==> src/rtl/rsq_pkg.sv <==
// Package for the reset and initialization sequencer: timing counts, strap layout and the
// packed carriers shared by the sequencer. Assumes a 100 MHz system clock.
package rsq_pkg;

  localparam int unsigned CLK_SYS_MHZ = 100;
  localparam int unsigned CLK_SYS_NS  = 10;

  // Input qualification lengths: external resets in bus sync clock periods, power-on reset in primary clock periods.
  localparam int unsigned RST_IN_MIN_SYNC = 32;
  localparam int unsigned POR_IN_MIN      = 32;
  // Outbound assertion and release spacing, in bus sync clock periods.
  localparam int unsigned RST_OUT_MIN_SYNC  = 512;
  localparam int unsigned HARD_TO_SOFT_SYNC = 16;
  // Strap setup and drive-back timing.
  localparam int unsigned STRAP_SETUP_CLKS  = 4;
  localparam int unsigned STRAP_HOLD_NS     = 0;
  localparam int unsigned STRAP_OFF_MAX_NS  = 4;
  localparam int unsigned STRAP_ON_MIN_SYNC = 1;
  // Lock waits.
  localparam int unsigned PLL_LOCK_US    = 100;
  localparam int unsigned PLL_LOCK_CLKS  = (PLL_LOCK_US * 1000 + CLK_SYS_NS - 1) / CLK_SYS_NS;
  localparam int unsigned DLL_LOCK_MIN   = 7680;
  localparam int unsigned DLL_LOCK_MAX   = 122880;
  // Clock input limits, for reference by the far side.
  localparam int unsigned CLK_IN_MAX_MHZ = 66;
  localparam int unsigned CLK_IN_MIN_NS  = 15;

  // Strap field layout.
  localparam int unsigned RST_SRC_W   = 3;
  localparam int unsigned STRAP_W     = 4;
  localparam int unsigned STRAP_DIV_B = 3;

  typedef struct packed {
    logic                 input_divider_strap;
    logic [RST_SRC_W-1:0] reset_source;
  } rsq_strap_t;

  // Open-drain pin: low-drive value and output enable.
  typedef struct packed {
    logic o;
    logic oe;
  } rsq_od_t;

  typedef enum logic [4:0] {
    ST_POR      = 5'h01,
    ST_PLL      = 5'h02,
    ST_ASSERT   = 5'h04,
    ST_SOFT_GAP = 5'h08,
    ST_RUN      = 5'h10
  } rsq_state_t;

endpackage : rsq_pkg

==> src/rtl/rsq_sequencer.sv <==
// Reset and initialization sequencer: qualifies reset inputs, drives open-drain hard and soft
// reset outward in order, latches strap pins and releases them while it drives hard reset low.
// Assumes clock pins and reset lines arrive asynchronously to clk_sys and are synchronised here.
//
// What this block does
// - Primary clock is the dedicated input in host mode, bus clock in agent.
// - Drive resets low at least 512 sync periods; soft released 16 after hard.
// - Stop driving strap pins within 4 ns of hard reset assertion; an external hard reset leaves them driven until qualified over 32 sync periods.
// - Drive strap pins again only one sync period after hard reset negates.
// - Strap set is three reset source bits plus one divider bit.
// - In host mode the sync clock derives from primary clock by divider strap.
// - Hard and soft reset lines only pull low or release.
// - Wait 100 us for PLL lock before using derived clocks.
// - Wait for DLL lock between 7680 and 122880 system bus clocks.
`timescale 1ns/1ns
`default_nettype none
module rsq_sequencer
  import rsq_pkg::*;
#(
  parameter int unsigned PLL_WAIT   = PLL_LOCK_CLKS,
  parameter int unsigned DLL_WAIT   = DLL_LOCK_MIN,
  parameter int unsigned SYNC_DIV_H = 2,
  parameter int unsigned SYNC_DIV_L = 1
) (
  // Clock and chip reset.
  input  wire  logic       clk_sys,
  input  wire  logic       rst_b,
  // Mode and clock pins.
  input  wire  logic       host_mode,
  input  wire  logic       primary_clock_in,
  input  wire  logic       bus_clock_in,
  // Power-on reset pin, active low.
  input  wire  logic       power_on_reset_in_b,
  // Open-drain reset lines.
  input  wire  logic       hard_reset_line_i,
  output logic             hard_reset_line_o,
  output logic             hard_reset_line_oe,
  input  wire  logic       soft_reset_line_i,
  output logic             soft_reset_line_o,
  output logic             soft_reset_line_oe,
  // Strap pins, shared with functional outputs after reset.
  input  wire  rsq_strap_t strap_i,
  input  wire  rsq_strap_t strap_func,
  output rsq_strap_t       strap_o,
  output logic             strap_oe,
  // Status.
  output rsq_strap_t       strap_latched,
  output logic             clocks_ready,
  output logic             sync_tick
);

  // Two-flop synchronisers for every pin input.
  logic [5:0] s1_q, s2_q;
  rsq_strap_t st1_q, st2_q;
  always_ff @(posedge clk_sys or negedge rst_b) begin
    if (!rst_b) begin
      s1_q  <= 6'h00;
      s2_q  <= 6'h00;
      st1_q <= '0;
      st2_q <= '0;
    end else begin
      s1_q  <= {host_mode, primary_clock_in, bus_clock_in, power_on_reset_in_b,
                hard_reset_line_i, soft_reset_line_i};
      s2_q  <= s1_q;
      st1_q <= strap_i;
      st2_q <= st1_q;
    end
  end
  logic host_s, pclk_s, bclk_s, por_b_s, hard_s, soft_s;
  assign {host_s, pclk_s, bclk_s, por_b_s, hard_s, soft_s} = s2_q;

  logic clk_sel_q, clk_prev_q;
  wire  clk_sel_d = host_s ? pclk_s : bclk_s;
  always_ff @(posedge clk_sys or negedge rst_b) begin
    if (!rst_b) begin
      clk_sel_q  <= 1'b0;
      clk_prev_q <= 1'b0;
    end else begin
      clk_sel_q  <= clk_sel_d;
      clk_prev_q <= clk_sel_q;
    end
  end
  wire prim_edge = clk_sel_q & ~clk_prev_q;

  // sync tick: primary edges divided by the latched divider strap in host mode.
  logic [1:0] div_cnt_q;
  wire  [1:0] div_lim = strap_latched.input_divider_strap ? 2'(SYNC_DIV_H) : 2'(SYNC_DIV_L);
  always_ff @(posedge clk_sys or negedge rst_b) begin
    if (!rst_b) begin
      div_cnt_q <= 2'h0;
      sync_tick <= 1'b0;
    end else begin
      sync_tick <= 1'b0;
      if (prim_edge) begin
        if (!host_s || div_cnt_q + 2'h1 >= div_lim) begin
          div_cnt_q <= 2'h0;
          sync_tick <= 1'b1;
        end else begin
          div_cnt_q <= div_cnt_q + 2'h1;
        end
      end
    end
  end

  // power-on reset length in primary periods (sync periods in agent mode).
  logic [5:0] por_cnt_q;
  logic       por_ok_q;
  wire        por_step = prim_edge;
  always_ff @(posedge clk_sys or negedge rst_b) begin
    if (!rst_b) begin
      por_cnt_q <= 6'h00;
      por_ok_q  <= 1'b0;
    end else if (por_b_s) begin
      // A qualification is spent by its release, so a later short pulse is never accepted.
      por_cnt_q <= 6'h00;
      por_ok_q  <= 1'b0;
    end else if (por_step && por_cnt_q < 6'(POR_IN_MIN)) begin
      por_cnt_q <= por_cnt_q + 6'h01;
    end else if (por_cnt_q >= 6'(POR_IN_MIN)) begin
      por_ok_q  <= 1'b1;
    end
  end

  // strap capture at power-on reset negation, after a qualified assertion.
  logic por_b_prev_q;
  always_ff @(posedge clk_sys or negedge rst_b) begin
    if (!rst_b) begin
      por_b_prev_q  <= 1'b0;
      strap_latched <= '0;
    end else begin
      por_b_prev_q <= por_b_s;
      if (por_b_s && !por_b_prev_q && por_ok_q) begin
        strap_latched <= st2_q;
      end
    end
  end
  wire por_release = por_b_s & ~por_b_prev_q & por_ok_q;

  // external hard/soft reset input qualification in sync periods.
  logic [5:0] ext_cnt_q;
  logic       state_drv;
  wire        ext_low = (~hard_s | ~soft_s) & ~state_drv;
  always_ff @(posedge clk_sys or negedge rst_b) begin
    if (!rst_b) begin
      ext_cnt_q <= 6'h00;
    end else if (!ext_low) begin
      ext_cnt_q <= 6'h00;
    end else if (sync_tick && ext_cnt_q < 6'(RST_IN_MIN_SYNC)) begin
      ext_cnt_q <= ext_cnt_q + 6'h01;
    end
  end
  wire ext_req = ext_cnt_q >= 6'(RST_IN_MIN_SYNC);

  // Sequence state machine.
  rsq_state_t state_q;
  logic [16:0] wait_q;
  logic [9:0]  sync_cnt_q;
  assign state_drv = (state_q == ST_ASSERT) || (state_q == ST_SOFT_GAP) || (state_q == ST_PLL)
                     || (state_q == ST_POR);
  always_ff @(posedge clk_sys or negedge rst_b) begin
    if (!rst_b) begin
      state_q    <= ST_POR;
      wait_q     <= 17'h00000;
      sync_cnt_q <= 10'h000;
    end else if (!por_b_s) begin
      state_q    <= ST_POR;
      wait_q     <= 17'h00000;
      sync_cnt_q <= 10'h000;
    end else begin
      case (state_q)
        ST_POR: begin
          if (por_release || por_ok_q) begin
            state_q <= ST_PLL;
            wait_q  <= 17'h00000;
          end
        end
        // lock waits before derived clocks count as usable.
        ST_PLL: begin
          wait_q <= wait_q + 17'h00001;
          if (wait_q >= 17'(PLL_WAIT + DLL_WAIT)) begin
            state_q    <= ST_ASSERT;
            sync_cnt_q <= 10'h000;
          end
        end
        // hold both lines low for the minimum sync periods.
        ST_ASSERT: begin
          if (sync_tick) begin
            sync_cnt_q <= sync_cnt_q + 10'h001;
            if (sync_cnt_q >= 10'(RST_OUT_MIN_SYNC - 1)) begin
              state_q    <= ST_SOFT_GAP;
              sync_cnt_q <= 10'h000;
            end
          end
        end
        // soft stays low after hard release.
        ST_SOFT_GAP: begin
          if (sync_tick) begin
            sync_cnt_q <= sync_cnt_q + 10'h001;
            if (sync_cnt_q >= 10'(HARD_TO_SOFT_SYNC - 1)) begin
              state_q <= ST_RUN;
            end
          end
        end
        ST_RUN: begin
          if (ext_req) begin
            state_q    <= ST_ASSERT;
            sync_cnt_q <= 10'h000;
          end
        end
        default: state_q <= ST_POR;
      endcase
    end
  end

  // open-drain drive: value always low, only the enable moves.
  always_ff @(posedge clk_sys or negedge rst_b) begin
    if (!rst_b) begin
      hard_reset_line_o  <= 1'b0;
      hard_reset_line_oe <= 1'b1;
      soft_reset_line_o  <= 1'b0;
      soft_reset_line_oe <= 1'b1;
    end else begin
      hard_reset_line_o  <= 1'b0;
      soft_reset_line_o  <= 1'b0;
      hard_reset_line_oe <= state_drv && state_q != ST_SOFT_GAP;
      soft_reset_line_oe <= state_drv;
    end
  end

  // strap pins off while hard reset driven, back one sync period after release.
  logic hard_rel_q;
  always_ff @(posedge clk_sys or negedge rst_b) begin
    if (!rst_b) begin
      hard_rel_q   <= 1'b0;
      strap_oe     <= 1'b0;
      strap_o      <= '0;
      clocks_ready <= 1'b0;
    end else begin
      strap_o      <= strap_func;
      clocks_ready <= (state_q != ST_POR) && (state_q != ST_PLL);
      if (state_drv && state_q != ST_SOFT_GAP) begin
        hard_rel_q <= 1'b0;
        strap_oe   <= 1'b0;
      end else if (sync_tick && hard_s) begin
        hard_rel_q <= 1'b1;
        strap_oe   <= hard_rel_q;
      end
    end
  end

endmodule : rsq_sequencer
`default_nettype wire

==> config.mk <==
export PLATFORM = sky130hd
export DESIGN_NAME = rsq_sequencer
export DESIGN_NICKNAME = d
export VERILOG_FILES = /design/src/rtl/rsq_pkg.sv /design/src/rtl/rsq_sequencer.sv
export SDC_FILE = /design/constraint.sdc
export NUM_CORES = 1
export LEC_CHECK = 0
export ABC_AREA = 1
export BUFFER_PORTS_ARGS = -buffer_cell sky130_fd_sc_hd__buf_2
export CAP_MARGIN = 25
export CORE_MARGIN = 2
export CORE_UTILIZATION = 59
export CTS_CLUSTER_DIAMETER = 80
export DETAILED_ROUTE_END_ITERATION = 10
export GPL_TIMING_DRIVEN = 0
export MAX_ROUTING_LAYER = met4
export PLACE_DENSITY = 0.78
export SLEW_MARGIN = 20
export SYNTH_ARGS = -nofsm -noshare
export SYNTH_HDL_FRONTEND = slang
export SYNTH_SLANG_ARGS = --single-unit
export TNS_END_PERCENT = 30
==> constraint.sdc <==
create_clock -name clk_sys -period 3.5 [get_ports clk_sys]
set_input_delay 0.35 -clock clk_sys [delete_from_list [all_inputs] [get_ports clk_sys]]
set_output_delay 0.35 -clock clk_sys [all_outputs]
set_load 0.05 [all_outputs]
==> results.py <==
metrics = {
    "synthesis": {
        "syn_area_mm2": 0.00424,
        "yosysUniqueCellTypes": 41,
        "ys_seq_elements": 84,
        "yosys.area.top_type": "dfrtp_1",
        "synth-warning-count": 0,
        "syn_area_per_cell_um2": 8.59,
        "synth_area_leaders": "dfrtp_1 (48%), nand2_1 (12%), inv_1 (4.7%), nand3_1 (4.1%), nor2_1 (3.9%)",
        "ys_seq_area_frac": 0.497,
        "synth_edf_count": 0,
        "syn_inst": 493,
        "synth_ff_type": "dfrtp_1",
        "synthArstFlopShare": 1.00,
        "yosysTopAreaCellShare": 0.479,
    },
    "floorplan": {
        "fp.dieH_um": 88.7,
        "initial_utilization": 0.617,
        "io_pins": 31,
        "core_area_mm2": 0.00687,
        "rows": 30,
        "die_area_mm2": 0.00787,
        "die_x_um": 88.7,
    },
    "timing": {
        "final.min_clock_period_ns": 1.78,
        "rsz0062_at_grt": "false",
        "maxSlewViolCount": 0,
        "setup_viol": 0,
        "tightest_slew_ns": 0.510,
        "hold_viol_final": 0,
        "skew_ns": 0.00901,
        "period_share": 0.508,
        "fmax_mhz": 562,
        "slew_headroom": 0.660,
        "setup_tns_ns": 0,
    },
    "cells_and_area": {
        "final_area_mm2": 0.00474,
        "n_fill_cell": 550,
        "area_growth_pct": 11.9,
        "multi_input_area_mm2": 0.00183,
        "diodes": 0,
        "layout-drive-gt1-share": 0.206,
        "final_util": 0.690,
        "layout.nets": 560,
        "regArea_mm2": 0.00211,
    },
    "power_and_ir_drop": {
        "vdd.ir_drop.worst_uv": 260,
        "leakagePower_nw": 2.24,
        "power_density_mw_per_mm2": 495,
    },
    "clock_tree": {
        "postCtsHoldBufs": 1,
        "cts_tree": "built",
        "clk_pin_slew_ns": 0.10,
        "clock_latency_ns": 0.35,
        "cts.root.buffer_cell": "clkbuf_8",
        "cts_buffers": 9,
        "h-tree-depth": 3,
        "clk_path_buf_depth": 2,
        "cts.sinks": 84,
        "postCtsSetupBuffers": 0,
        "ctsResizeCount": 0,
    },
    "detailed_routing": {
        "drt_iter0_markers": 196,
        "wl_um": 7560,
        "dr.pass1.iters": 4,
        "post_drt_via_cell_ratio": 5.15,
        "ant_nets": 0,
        "vias": 3276,
        "wire_per_inst_um": 11.9,
        "drc": 0,
    },
    "critical_path": {
        "crit_path_end_kind": "flop",
        "startpoint": "sync_cnt_q[0]",
        "crit_required_ns": 3.75,
        "cp_slowest_stage_delay_ns": 0.44,
        "critPathLaunchType": "flop",
        "path_class": "reg2reg",
        "arrival_ns": 2.03,
        "r2r-start": "sync_cnt_q[0]",
        "cp_cell_sequence": "ha_1 -> nand2_1 -> nor2_2 -> nand3_1 -> nand2_2 -> nor2_1 -> nor2_4 -> nand2_1 -> nand2_1 -> nand2_1",
        "path_max_fanout": 6,
        "crit_path_top_delay_cell": "dfrtp_1",
        "crit_top_cell": "nand2_1",
    },
    "place": {
        "io_buffers": 28,
        "postPlaceCellArea_mm2": 0.00453,
        "gp_congestion": 0.898,
        "dp_hpwl_um": 5490,
    },
    "global_route": {
        "antenna_found_initial": 0,
        "track_usage": 0.225,
        "grt_max_degree": 57,
        "grt_pass1_vias": 3205,
        "grt_first_pass_wirelength_um": 13400,
        "grt-ovfl-total": 0,
    },
    "min_path": {
        "hold_path_class": "in2reg",
        "hold_start": "primary_clock_in",
    },
    "flow_run": {
        "maxCapViolCount": 0,
    },
    "status": {
        "status": "completed",
    },
}
[kinds of logic (layout without fill, tap and decap cells)]
logic type               Yosys count  in the layout  share of synthesized area
buffers and inverters             69            115                     0.0715
AO/OA/AOI/OAI                     57             57                     0.0901
multiplexers                       3              3                    0.00798
other                              1              2                   0.000885
adder cells (fa/ha/maj)            9              9                     0.0266
flip-flops                        84             84                      0.497
AND/OR/NAND/NOR                  261            261                      0.287
XOR/XNOR                           9              9                     0.0186
[cell usage after synthesis, types with 7 or more instances]
| library cell | count |
|---|---|
| a21oi_1 | 15 |
| a21oi_2 | 7 |
| dfrtp_1 | 81 |
| ha_1 | 9 |
| inv_1 | 53 |
| nand2_1 | 131 |
| nand3_1 | 35 |
| nand4_1 | 10 |
| nor2_1 | 44 |
| nor3_1 | 12 |
| o21ai_0 | 13 |
| o21ai_2 | 14 |
| xor2_1 | 7 |
[worst paths after layout]
| kind | endpoint | slack, ns | cells past startpoint |
|---|---|---|---|
| setup / recovery | state_q[2] | 1.72 | 10 |
| hold / removal | s1_q[4] | 0.09 | 1 |
| setup reg to reg | state_q[2] | 1.72 | 10 |
| hold reg to reg | st2_q[2] | 0.36 | 0 |
| max in group asynchronous | state_q[0] | 2.41 | 3 |
| min in group asynchronous | ext_cnt_q[2] | 0.46 | 2 |
[cell usage in the layout (no fill, tap or decap), types with 2 or more instances in the layout]
cell type,Yosys,final
nand2_1,131,131
dfrtp_1,81,81
inv_1,53,53
nor2_1,44,44
nand3_1,35,35
buf_2,2,29
a21oi_1,15,15
o21ai_2,14,14
o21ai_0,13,13
nor3_1,12,12
nand4_1,10,10
ha_1,9,9
clkbuf_8,0,9
xor2_1,7,7
a21oi_2,7,7
nor2_4,6,6
nand2_2,6,6
inv_2,5,5
nor2_2,4,4
buf_4,3,4
buf_6,4,4
mux2_2,3,3
inv_8,0,3
dfstp_2,3,3
xnor2_1,2,2
or2_2,2,2
o31ai_1,2,2
nand2_4,2,2
nand3_2,2,2
o21ai_1,2,2
nand3b_1,2,2
conb_1,1,2
inv_6,0,2
[per-stage QoR]
step                      cells  hold slack, ns  setup WS [ns]  power [mW]
after floorplan             494          0.0544           1.84        1.55
after global routing        636          0.0662           1.49        2.48
after CTS                   636          0.0795           1.72        2.38
final                       636          0.0928           1.72        2.35
after detailed placement    619           0.305           1.74        1.69
after global placement      618           0.331           1.45        1.68
[power breakdown]
| part | switching, mW | total (mW) | internal (mW) |
|---|---|---|---|
| combinational | 0.414 | 0.590 | 0.176 |
| clock | 0.398 | 0.681 | 0.284 |
| sequential | 0.0324 | 1.08 | 1.04 |
| total | 0.844 | 2.35 | 1.50 |
[flip-flops by register name, summed over array words and instances (netlist names), 2 cells and up]
register and cells:
strap_latched 4, strap_o 4, s2_q 6, sync_cnt_q 10, st2_q 4, ext_cnt_q 6
s1_q 6, wait_q 17, state_q 5, por_cnt_q 6, st1_q 4, div_cnt_q 2
[worst max-delay path, delay by kind of cell (launching register included)]
family	cells	cell delay (ns)
adder cells (fa/ha/maj)	1	0.24
flip-flops	1	0.44
AND/OR/NAND/NOR	9	1.01
[area by class of cell]
class                           instances  share of cell area
Buffer                                 11              0.0180
Multi-Input combinational cell        341               0.386
Clock inverter                          7              0.0158
Tap cell                               96              0.0253
Timing Repair Buffer                   30              0.0380
Inverter                               58              0.0459
Sequential cell                        84               0.444
Clock buffer                            9              0.0261
[per-layer routing]
| layer | global-route usage | share of wire | vias to the layer above |
|---|---|---|---|
| li1 | - | - | 1669 |
| met1 | 0.276 | 0.46 | 1518 |
| met2 | 0.367 | 0.48 | 83 |
| met3 | 0.0588 | 0.053 | 6 |
| met4 | 0.0702 | 0.0049 | 0 |
| met5 | - | 0 | - |
No activity file was read; power rests on OpenSTA's default activity.
